`src/rtl/fsps_pkg.sv`:
```
// Package for the flash self-programming section controller.
// Assumes a word-addressed program flash; sizes are defaults only.
package fsps_pkg;
  localparam int          ADDR_W        = 13;       // Flash word address width
  localparam logic [12:0] NO_READ_WHILE_WRITE_REGION_START    = 13'h1C00; // Fixed rewrite/no-rewrite split
  localparam logic [12:0] BOOT_BASE_0   = 13'h1F80; // Boot section start per fuse code
  localparam logic [12:0] BOOT_BASE_1   = 13'h1F00;
  localparam logic [12:0] BOOT_BASE_2   = 13'h1E00;
  localparam logic [12:0] BOOT_BASE_3   = 13'h1C00;
  localparam logic [1:0]  LOCK_RESET    = 2'h3;     // Unprogrammed lock pair
  localparam logic [1:0]  FUSE_RESET    = 2'h0;
  localparam int          PROG_TIME_US  = 4000;     // Page erase/write time
  localparam int          CLK_MHZ       = 10;
  localparam int          PROG_CYCLES   = PROG_TIME_US * CLK_MHZ;
  typedef enum logic [1:0] {FSPS_OP_ERASE, FSPS_OP_WRITE, FSPS_OP_LOAD, FSPS_OP_NONE} fsps_op_t;
  typedef enum {FSPS_IDLE, FSPS_PROG_RWW, FSPS_PROG_NO_READ_WHILE_WRITE_REGION} fsps_state_t;
endpackage

```
`src/rtl/fsps_ctrl.sv`:
```
// Flash self-programming controller: gates store ops, halts CPU, tracks busy.
// Assumes the core pulses I_SPM_VALID for one cycle per store operation.
// Operation
// - Store ops fetched from application section are ignored.
// - Erase or write starts only from store ops in boot section.
// - Boot-section store ops may target any flash address, boot included.
// - Section boundary comes from boot size fuses only.
// - Application section protection follows lock set zero.
// - Boot section protection follows lock set one.
// - Flash split into fixed rewrite and no-rewrite regions.
// - Programming rewrite region keeps CPU running, no-rewrite fetches allowed.
// - Programming no-rewrite region halts CPU for whole operation.
// - Region choice comes from target page, not read address.
// - Rewrite-region reads invalid during any programming.
// - Boot section always inside no-rewrite region.
// - Busy flag reads one while rewrite region blocked by rewrite-region programming.
// - Busy flag set when rewrite-region erase or write starts.
// - Busy cleared after completion by read-enable or boot-section page load.
`timescale 1ns/10ps
`default_nettype none
module fsps_ctrl #(
  parameter int ADDR_W      = fsps_pkg::ADDR_W,
  parameter int PROG_CYCLES = fsps_pkg::PROG_CYCLES
) (
  input  wire logic              I_MCLK,
  input  wire logic              I_RESET,
  input  wire logic              i_spm_valid,
  input  wire logic [1:0]        i_spm_op,
  input  wire logic [ADDR_W-1:0] i_spm_pc,
  input  wire logic [ADDR_W-1:0] i_spm_target,
  input  wire logic              i_rww_read_enable,
  input  wire logic [ADDR_W-1:0] i_read_addr,
  input  wire logic [1:0]        i_boot_size_fuses,
  input  wire logic [1:0]        i_app_lock,
  input  wire logic [1:0]        i_boot_lock,
  output logic                   o_cpu_halt,
  output logic                   o_rewrite_area_busy_flag,
  output logic                   o_read_valid,
  output logic                   o_prog_active,
  output logic                   o_flash_start,
  output logic [ADDR_W-1:0]      o_flash_addr,
  output logic                   o_spm_rejected
);
  fsps_pkg::fsps_state_t state;
  logic [31:0]       count;
  logic              pc_boot, pc_no_read_while_write_region, tgt_boot, tgt_no_read_while_write_region, rd_boot, rd_no_read_while_write_region;
  logic              write_locked, start_ok, is_prog;
  logic [1:0]        boot_size;
  logic              fuse_taken;

  // Fuses caught after reset release, held until next reset
  always_ff @(posedge I_MCLK) begin
    if (I_RESET) begin
      boot_size  <= fsps_pkg::FUSE_RESET;
      fuse_taken <= 1'b0;
    end else if (!fuse_taken) begin
      boot_size  <= i_boot_size_fuses;
      fuse_taken <= 1'b1;
    end
  end

  fsps_region #(.ADDR_W(ADDR_W)) u_pc  (.i_addr(i_spm_pc), .i_boot_size(boot_size),
    .o_in_boot(pc_boot), .o_in_no_read_while_write_region(pc_no_read_while_write_region));
  fsps_region #(.ADDR_W(ADDR_W)) u_tgt (.i_addr(i_spm_target), .i_boot_size(boot_size),
    .o_in_boot(tgt_boot), .o_in_no_read_while_write_region(tgt_no_read_while_write_region));
  fsps_region #(.ADDR_W(ADDR_W)) u_rd  (.i_addr(i_read_addr), .i_boot_size(boot_size),
    .o_in_boot(rd_boot), .o_in_no_read_while_write_region(rd_no_read_while_write_region));

  // Lock pair bit 0 low means store may not write that section
  always_comb begin
    if (tgt_boot)
      write_locked = !i_boot_lock[0];
    else
      write_locked = !i_app_lock[0];
  end
  assign is_prog  = (i_spm_op == fsps_pkg::FSPS_OP_ERASE) ||
                    (i_spm_op == fsps_pkg::FSPS_OP_WRITE);
  // Only boot-resident code programs; any unlocked target accepted
  assign start_ok = i_spm_valid && is_prog && pc_boot && !write_locked &&
                    (state == fsps_pkg::FSPS_IDLE);

  // Sequencer: region chosen by target page, not by reader
  always_ff @(posedge I_MCLK) begin
    if (I_RESET) begin
      state <= fsps_pkg::FSPS_IDLE;
      count <= 32'h0;
    end else begin
      case (state)
        fsps_pkg::FSPS_IDLE: begin
          if (start_ok) begin
            state <= tgt_no_read_while_write_region ? fsps_pkg::FSPS_PROG_NO_READ_WHILE_WRITE_REGION : fsps_pkg::FSPS_PROG_RWW;
            count <= 32'(PROG_CYCLES - 1);
          end
        end
        default: begin
          if (count == 32'h0)
            state <= fsps_pkg::FSPS_IDLE;
          else
            count <= count - 32'h1;
        end
      endcase
    end
  end

  // Launch pulse and target register
  always_ff @(posedge I_MCLK) begin
    if (I_RESET) begin
      o_flash_start  <= 1'b0;
      o_flash_addr   <= '0;
      o_spm_rejected <= 1'b0;
    end else begin
      o_flash_start  <= start_ok;
      o_spm_rejected <= i_spm_valid && is_prog && !start_ok;
      if (start_ok)
        o_flash_addr <= i_spm_target;
    end
  end

  // Busy flag: rewrite-region start sets it, clears only after completion; set wins
  always_ff @(posedge I_MCLK) begin
    if (I_RESET)
      o_rewrite_area_busy_flag <= 1'b0;
    else if (start_ok && !tgt_no_read_while_write_region)
      o_rewrite_area_busy_flag <= 1'b1;
    else if (state == fsps_pkg::FSPS_IDLE &&
             (i_rww_read_enable ||
              (i_spm_valid && pc_boot && i_spm_op == fsps_pkg::FSPS_OP_LOAD)))
      o_rewrite_area_busy_flag <= 1'b0;
  end

  assign o_prog_active = (state != fsps_pkg::FSPS_IDLE);
  // Halt covers the whole no-rewrite operation only
  assign o_cpu_halt    = (state == fsps_pkg::FSPS_PROG_NO_READ_WHILE_WRITE_REGION);
  // Rewrite-region data invalid while blocked or programming
  assign o_read_valid  = rd_no_read_while_write_region ? !o_cpu_halt
                                 : !(o_rewrite_area_busy_flag || o_prog_active);

  AST_APP_IGNORED: assert property (@(posedge I_MCLK) disable iff (I_RESET)
    (i_spm_valid && !pc_boot) |=> !o_flash_start) else $error("store from app started");
  AST_START_BOOT: assert property (@(posedge I_MCLK) disable iff (I_RESET)
    o_flash_start |-> $past(pc_boot)) else $error("start not from boot section");
  AST_RWW_NO_HALT: assert property (@(posedge I_MCLK) disable iff (I_RESET)
    (start_ok && !tgt_no_read_while_write_region) |=> !o_cpu_halt) else $error("halt on rewrite program");
  AST_NO_READ_WHILE_WRITE_REGION_HALT: assert property (@(posedge I_MCLK) disable iff (I_RESET)
    (start_ok && tgt_no_read_while_write_region) |=> o_cpu_halt[*8]) else $error("halt missing");
  AST_BUSY_SET: assert property (@(posedge I_MCLK) disable iff (I_RESET)
    (start_ok && !tgt_no_read_while_write_region) |=> o_rewrite_area_busy_flag) else $error("busy not set");
  AST_BUSY_HOLD: assert property (@(posedge I_MCLK) disable iff (I_RESET)
    (o_rewrite_area_busy_flag && !rd_no_read_while_write_region) |-> !o_read_valid) else $error("read valid busy");
  AST_NO_READ_PROG: assert property (@(posedge I_MCLK) disable iff (I_RESET)
    (o_prog_active && !rd_no_read_while_write_region) |-> !o_read_valid) else $error("rewrite read in program");
  AST_BUSY_CLEAR: assert property (@(posedge I_MCLK) disable iff (I_RESET)
    (!o_prog_active && i_rww_read_enable && !start_ok) |=> !o_rewrite_area_busy_flag)
    else $error("busy not cleared");
  AST_RELEASE: assert property (@(posedge I_MCLK) disable iff (I_RESET)
    (o_cpu_halt && count == 32'h0) |=> !o_cpu_halt) else $error("halt not released");
  // Checked on the live target and store pc: no fuse code may put boot code in the rewrite region
  AST_BOOT_IN_NO_READ_WHILE_WRITE_REGION: assert property (@(posedge I_MCLK) disable iff (I_RESET)
    (tgt_boot |-> tgt_no_read_while_write_region) and (pc_boot |-> pc_no_read_while_write_region))
    else $error("boot section outside no-read-while-write region");
  AST_LOCK_APP: assert property (@(posedge I_MCLK) disable iff (I_RESET)
    (i_spm_valid && !tgt_boot && !i_app_lock[0]) |-> !start_ok) else $error("app lock");
  AST_LOCK_BOOT: assert property (@(posedge I_MCLK) disable iff (I_RESET)
    (i_spm_valid && tgt_boot && !i_boot_lock[0]) |-> !start_ok) else $error("boot lock");

  COV_RWW: cover property (@(posedge I_MCLK) start_ok && !tgt_no_read_while_write_region);
  COV_NO_READ_WHILE_WRITE_REGION: cover property (@(posedge I_MCLK) start_ok && tgt_no_read_while_write_region);
  COV_SELF: cover property (@(posedge I_MCLK) start_ok && tgt_boot);
  COV_REJECT: cover property (@(posedge I_MCLK) o_spm_rejected);
endmodule // fsps_ctrl
`default_nettype wire

```
`src/rtl/fsps_region.sv`:
```
// Section and region classifier for one flash word address.
// Assumes fuse value is stable; purely combinational.
`timescale 1ns/10ps
`default_nettype none
module fsps_region #(
  parameter int ADDR_W = fsps_pkg::ADDR_W
) (
  input  wire logic [ADDR_W-1:0] i_addr,
  input  wire logic [1:0]        i_boot_size,
  output logic                   o_in_boot,
  output logic                   o_in_no_read_while_write_region
);
  logic [ADDR_W-1:0] base;
  // Boundary from fuses only, never from runtime state
  always_comb begin
    case (i_boot_size)
      2'h0:    base = ADDR_W'(fsps_pkg::BOOT_BASE_0);
      2'h1:    base = ADDR_W'(fsps_pkg::BOOT_BASE_1);
      2'h2:    base = ADDR_W'(fsps_pkg::BOOT_BASE_2);
      default: base = ADDR_W'(fsps_pkg::BOOT_BASE_3);
    endcase
  end
  assign o_in_boot = (i_addr >= base);
  // Fixed split independent of fuses; every boot base lies at or above it
  assign o_in_no_read_while_write_region = (i_addr >= ADDR_W'(fsps_pkg::NO_READ_WHILE_WRITE_REGION_START));
endmodule // fsps_region
`default_nettype wire
```
`config.mk`:
```
export PLATFORM = sky130hd
export DESIGN_NAME = fsps_ctrl
export DESIGN_NICKNAME = d
export VERILOG_FILES = /design/src/rtl/fsps_pkg.sv /design/src/rtl/fsps_ctrl.sv /design/src/rtl/fsps_region.sv
export SDC_FILE = /design/constraint.sdc
export NUM_CORES = 1
export LEC_CHECK = 0
export BUFFER_PORTS_ARGS = -buffer_cell sky130_fd_sc_hd__buf_4
export CORE_ASPECT_RATIO = 1.5
export CORE_MARGIN = 1
export CORE_UTILIZATION = 50
export DETAILED_ROUTE_END_ITERATION = 10
export GPL_TIMING_DRIVEN = 0
export PLACE_DENSITY = 0.77
export SLEW_MARGIN = 25
export SYNTH_ARGS = -nofsm -noshare
export SYNTH_HDL_FRONTEND = slang
export SYNTH_HIERARCHICAL = 1
export SYNTH_SLANG_ARGS = --single-unit
```
`constraint.sdc`:
```
create_clock -name I_MCLK -period 7.9 [get_ports I_MCLK]
set_input_delay 0.395 -clock I_MCLK [delete_from_list [all_inputs] [get_ports I_MCLK]]
set_output_delay 0.395 -clock I_MCLK [all_outputs]
set_load 0.01 [all_outputs]
```
==> results.py, run 1 <==
metrics = {
    "outcome": {
        "status": "complete, no violations",
    },
    "synthesis": {
        "synthesis.nets": 358,
        "ys_warn_count": 6,
        "postSynthCellCount": 300,
        "mappedNetlistArea_sq_um": 2550,
        "avgSynthCellArea_sq_um": 8.50,
    },
    "detailed_routing": {
        "drtAntennaViolNets": 0,
        "wire_per_inst_microns": 14.0,
        "drcViolationCount": 0,
        "drtPass1Iterations": 4,
        "routed-via-count": 2461,
        "drt_iter0_drc": 108,
        "routed_wirelength_microns": 6030,
        "vias_per_cell": 5.72,
    },
    "global_routing": {
        "grt_max_degree": 18,
        "track_usage_pct": 23.8,
        "overflow": 0,
        "grt_pass1_vias": 2269,
        "antenna_found_initial": 0,
        "grt_pass1_wl_microns": 9790,
    },
    "sta": {
        "hold_violations": 0,
        "grt_setup_unrepaired": "false",
        "fmax_ghz": 0.320,
        "skew_ps": 7.87,
        "fin_setup_tns_ps": 0,
        "fin_crit_ps": 3130,
        "slew_headroom_pct": 36.3,
        "tightest_slew_ps": 940,
        "setup_ws_ps": 4770,
        "period_share_pct": 39.6,
        "finalSetupViolations": 0,
        "slew_viol_final": 0,
    },
    "clock_network": {
        "path_clk_slew_ps": 100,
        "insertion_delay_ps": 310,
        "cts_tree": "yes",
        "cts-root-buf": "clkbuf_8",
        "post_cts_buffers": 0,
        "cts_num_sinks": 53,
        "ctsHoldBuffers": 0,
        "h-tree-depth": 2,
        "numCtsBuffers": 5,
        "cts-resized-gates": 0,
        "clockBufferDepth": 2,
    },
    "worst_setup_path": {
        "critPathLaunch": "count[23]$_SDFFE_PP0P_",
        "worstRegToRegCells": 7,
        "critical_path_depth": 7,
        "cp_cell_sequence": "or4_1, clkbuf_1, or4_1, clkbuf_1, o311ai_1, nor4_1, o31a_1",
        "path_max_fanout": 9,
        "cpLargestDelayFamily": "compound AO/OA/AOI/OAI gates",
        "end_kind": "flip-flop",
        "cpPeakStageDelay_ps": 860,
        "critPathBufInv": 2,
        "worstSetupPathType": "reg2reg",
        "crit_required_ps": 8110,
        "r2r-start": "count[23]$_SDFFE_PP0P_",
        "cp.arrival_ps": 3340,
        "critPathSlowestCell": "o311ai_1",
        "startpoint_type": "flip-flop",
    },
    "die": {
        "initial_core_util_pct": 52.6,
        "fp.dieW_microns": 60.3,
        "dieArea_sq_um": 5400,
        "io_pins": 70,
        "num_rows": 31,
        "core_sq_um": 4850,
        "dieHeight_microns": 89.5,
    },
    "placement": {
        "place_ws_ps": 4800,
        "numPortBuffers": 56,
        "gp_congestion": 0.805,
        "dp_hpwl_microns": 4520,
        "placed_area_sq_um": 3050,
    },
    "hold_path": {
        "min_from": "i_spm_target[4]",
        "worstHoldPathCells": 3,
        "worstHoldPathType": "in2reg",
    },
    "power": {
        "powerDensity_nw_per_um2": 157,
        "vdd_ir_drop_max_mv": 0.139,
        "p_leak_nw": 1.32,
    },
    "final_layout": {
        "design_area_sq_um": 3170,
        "seqCellArea_sq_um": 1060,
        "fillCellCount": 445,
        "drive_above_1_share_pct": 20.9,
        "area_growth_pct": 24.1,
        "antennaDiodeCount": 0,
        "nets": 421,
        "multi_input_area_sq_um": 1370,
    },
    "run": {
        "drv_cap": 0,
    },
}
==> tightest hold or removal path, cell delays in order <==
cell	delay, ps
buf_4	110
nand2_1	50
a21oi_1	50
==> where the power goes <==
part	internal, mW	switching, mW	leakage [nW]	total (mW)
Combinational	0.0204	0.0167	0.830	0.0371
Sequential	0.268	0.00144	0.428	0.270
Clock	0.0951	0.0945	0.0585	0.190
Total	0.384	0.113	1.32	0.497
==> final timing paths <==
check / to / slack, ps
setup reg to reg: count[4]$_SDFFE_PP0P_ / 4770
hold / removal: o_flash_addr[4]$_SDFFE_PP0P_ / 330
setup / recovery: count[4]$_SDFFE_PP0P_ / 4770
hold reg to reg: o_flash_addr[5]$_SDFFE_PP0P_ / 460
==> registers in the layout, summed over array words and instances (netlist names) <==
| signal | count |
|---|---|
| count | 32 |
| o_spm_rejected | 1 |
| o_rewrite_area_busy_flag | 1 |
| o_flash_addr | 13 |
| state | 2 |
| o_flash_start | 1 |
| boot_size | 2 |
| fuse_taken | 1 |
==> per-stage QoR <==
step	total power [mW]	utilization (%)	hold WS, ps	std cells
floorplan	0.292	-	438	300
global placement	0.313	63.0	443	422
detailed placement	0.313	63.0	450	422
CTS	0.498	65.3	322	430
global route	0.511	65.3	317	430
finish	0.497	65.3	325	430
==> area by class of cell <==
class                      instances  share of cell area [%]
timing repair buffer              56                    13.3
multi-input combinational        217                    43.2
clock buffer                       5                    2.17
clock inverter                     3                    1.38
tap                               66                    2.61
buffer                            20                    2.69
sequential                        53                    33.5
inverter                          10                    1.19
==> cells in the final DEF, fill, tap and decap left out, types with 6 or more instances in the layout <==
cell,count
dfxtp_1,53
or3_1,18
nor2_1,18
a21oi_1,34
or4_1,15
o211ai_1,6
clkbuf_1,16
o21ai_0,11
o31ai_1,10
inv_1,10
ha_1,7
nand2_1,30
nor4_1,7
nor3_1,6
buf_4,56
==> routing by layer <==
layer,track usage (%),routed length (microns),up-vias
li1,-,-,1238
met1,26.0,2420,1154
met2,44.7,3200,61
met3,3.47,334,8
met4,9.09,85,0
met5,0,0,-
Note: power is estimated with default switching activity, not from simulation.
==> run 2, diff against run 1 <==
- ABC_AREA: default -> 1
- PLACE_DENSITY: 0.77 -> 0.78
- clock period: 7.9 -> 2.7 ns (I/O delays scaled with it)
==> run 2 against run 1 <==
Net effect:
- worst hold slack worse by 270 ps
- synthesized cell count rose by 67%
- utilization fell by 2.8 points
- design area increased by 24%
- cell count increased by 49%
- setup slack got worse by 4400 ps
- die area is 28% higher
- critical endpoint is now count[15]$_SDFFE_PP0P_
==> results.py, run 2 <==
metrics = {
    "die": {
        "fp.dieW_microns": 68.2,
        "io_pins": 70,
        "initial_core_util_pct": 52.5,
        "core_sq_um": 6260,
        "dieHeight_microns": 101,
        "num_rows": 35,
        "dieArea_sq_um": 6910,
    },
    "hold_path": {
        "worstHoldPathType": "in2reg",
    },
    "sta": {
        "grt_setup_unrepaired": "false",
        "fmax_ghz": 0.436,
        "slew_headroom_pct": 54.8,
        "skew_ps": 16.2,
        "fin_crit_ps": 2290,
        "setup_ws_ps": 406,
        "fin_setup_tns_ps": 0,
        "finalSetupViolations": 0,
        "hold_violations": 0,
        "slew_viol_final": 0,
        "period_share_pct": 84.9,
        "tightest_slew_ps": 677,
    },
    "power": {
        "switching_power_mw": 0.377,
        "p_leak_nw": 2.01,
        "p_seq_share_pct": 51.4,
        "vdd_ir_drop_max_mv": 0.339,
        "comb_power_share_pct": 11.0,
        "p_int_mw": 1.16,
        "p_clk_share_pct": 37.6,
        "finalPower_mw": 1.54,
        "powerDensity_nw_per_um2": 394,
        "netSwitchingFraction_pct": 24.4,
    },
    "final_layout": {
        "area_growth_pct": 19.1,
        "final_common_cell": "nand2_1",
        "layout_common_cells": "nand2_1, nor2_1, buf_4",
        "nets": 622,
        "largest_register": "count",
        "largest_reg_flops": 32,
        "largestRegisters": "count: 32 flops, o_flash_addr: 13 flops",
        "drive_above_1_share_pct": 21.2,
        "fin_cells": 639,
        "antennaDiodeCount": 0,
    },
    "worst_setup_path": {
        "startpoint_type": "flip-flop",
        "cp_cell_sequence": "nand2_1, inv_1, ha_1, nand2_1, nor2_1, a21oi_1, nand2_1, nand2_1, o21ai_0, nand2_1, buf_2, nand2_4, buf_6, o21ai_1, a21oi_2",
        "worstSetupPathType": "reg2reg",
        "crit_required_ps": 2880,
        "end_kind": "flip-flop",
        "path_max_fanout": 10,
        "cpPeakStageDelay_ps": 430,
        "critPathSlowestCell": "dfxtp_1",
        "cp_common_cell": "nand2_1",
        "cp.arrival_ps": 2480,
    },
    "clock_network": {
        "insertion_delay_ps": 320,
        "ctsHoldBuffers": 0,
        "clockBufferDepth": 2,
        "path_clk_slew_ps": 100,
        "cts_num_sinks": 53,
        "post_cts_buffers": 0,
        "cts-root-buf": "clkbuf_8",
        "cts_tree": "yes",
        "cts-resized-gates": 0,
        "h-tree-depth": 2,
        "numCtsBuffers": 5,
    },
    "placement": {
        "place_ws_ps": 402,
        "dpl.cell_count": 631,
        "numPortBuffers": 56,
        "dp_hpwl_microns": 6710,
        "gp_congestion": 0.972,
    },
    "global_routing": {
        "grt_pass1_vias": 3311,
        "grt_max_degree": 16,
        "grt_pass1_wl_microns": 14500,
        "antenna_found_initial": 0,
        "overflow": 0,
        "track_usage_pct": 27.5,
    },
    "detailed_routing": {
        "routed_wirelength_microns": 8650,
        "wire_per_inst_microns": 13.5,
        "drtPass1Iterations": 6,
        "vias_per_cell": 5.30,
        "drt_iter0_drc": 175,
        "routed-via-count": 3388,
        "drcViolationCount": 0,
        "drtAntennaViolNets": 0,
    },
    "synthesis": {
        "postSynthCellCount": 501,
        "avgSynthCellArea_sq_um": 6.56,
        "ys_warn_count": 6,
        "synthesis.nets": 559,
        "mappedNetlistArea_sq_um": 3290,
    },
    "outcome": {
        "status": "complete, no violations",
    },
    "run": {
        "drv_cap": 0,
    },
}
## run 2: worst paths after layout
kind	startpoint	endpoint	slack (ps)	depth (start not counted)
max	boot_size[1]$_SDFFE_PP0N_	count[15]$_SDFFE_PP0P_	410	15
min	i_spm_target[1]	o_flash_addr[1]$_SDFFE_PP0P_	50	2
max reg2reg	boot_size[1]$_SDFFE_PP0N_	count[15]$_SDFFE_PP0P_	410	15
min reg2reg	o_flash_addr[5]$_SDFFE_PP0P_	o_flash_addr[5]$_SDFFE_PP0P_	480	1
## run 2: power groups by stage
stage | Clock [mW] | Sequential [mW] | Combinational (mW)
floorplan | 0 | 0.809 | 0.0968
global placement | 0 | 0.810 | 0.166
detailed placement | 0 | 0.810 | 0.170
CTS | 0.583 | 0.792 | 0.170
global route | 0.609 | 0.793 | 0.192
finish | 0.580 | 0.792 | 0.170
## run 2: layout make-up
type,count,area [sq um]
Inverter,53,201
Multi-Input combinational cell,382,1940
Clock buffer,7,86.3
Timing Repair Buffer,56,420
Buffer,13,86.3
Clock inverter,1,30.0
Tap cell,74,92.6
Fill cell,594,2350
Sequential cell,53,1060
## run 2: through the flow
stage          hold WS [ps]  utilization (%)  area [sq um]
6_report               50.6             62.5          3920
5_1_grt                41.7             62.5          3920
4_1_cts                43.3             62.5          3920
3_5_place_dp            375             60.7          3800
3_3_place_gp            368             60.7          3800
2_1_floorplan           274                -          3290
## run 2: worst max-delay path, delay by kind of cell (launching register included)
family / cells / cell delay (ps)
and+or+nand+nor: 7 / 630
buffers and inverters: 3 / 520
DFF: 1 / 430
AOI/OAI and AO/OA: 4 / 360
adders and majority gates: 1 / 210
## run 2: routing by layer
| metal | up-vias | part of all wire, % | GRT usage [%] |
|---|---|---|---|
| li1 | 1705 | - | - |
| met4 | 0 | 3.4 | 11.5 |
| met3 | 27 | 5.8 | 5.18 |
| met1 | 1533 | 38 | 28.9 |
| met5 | - | 0 | 0 |
| met2 | 123 | 52 | 51.2 |
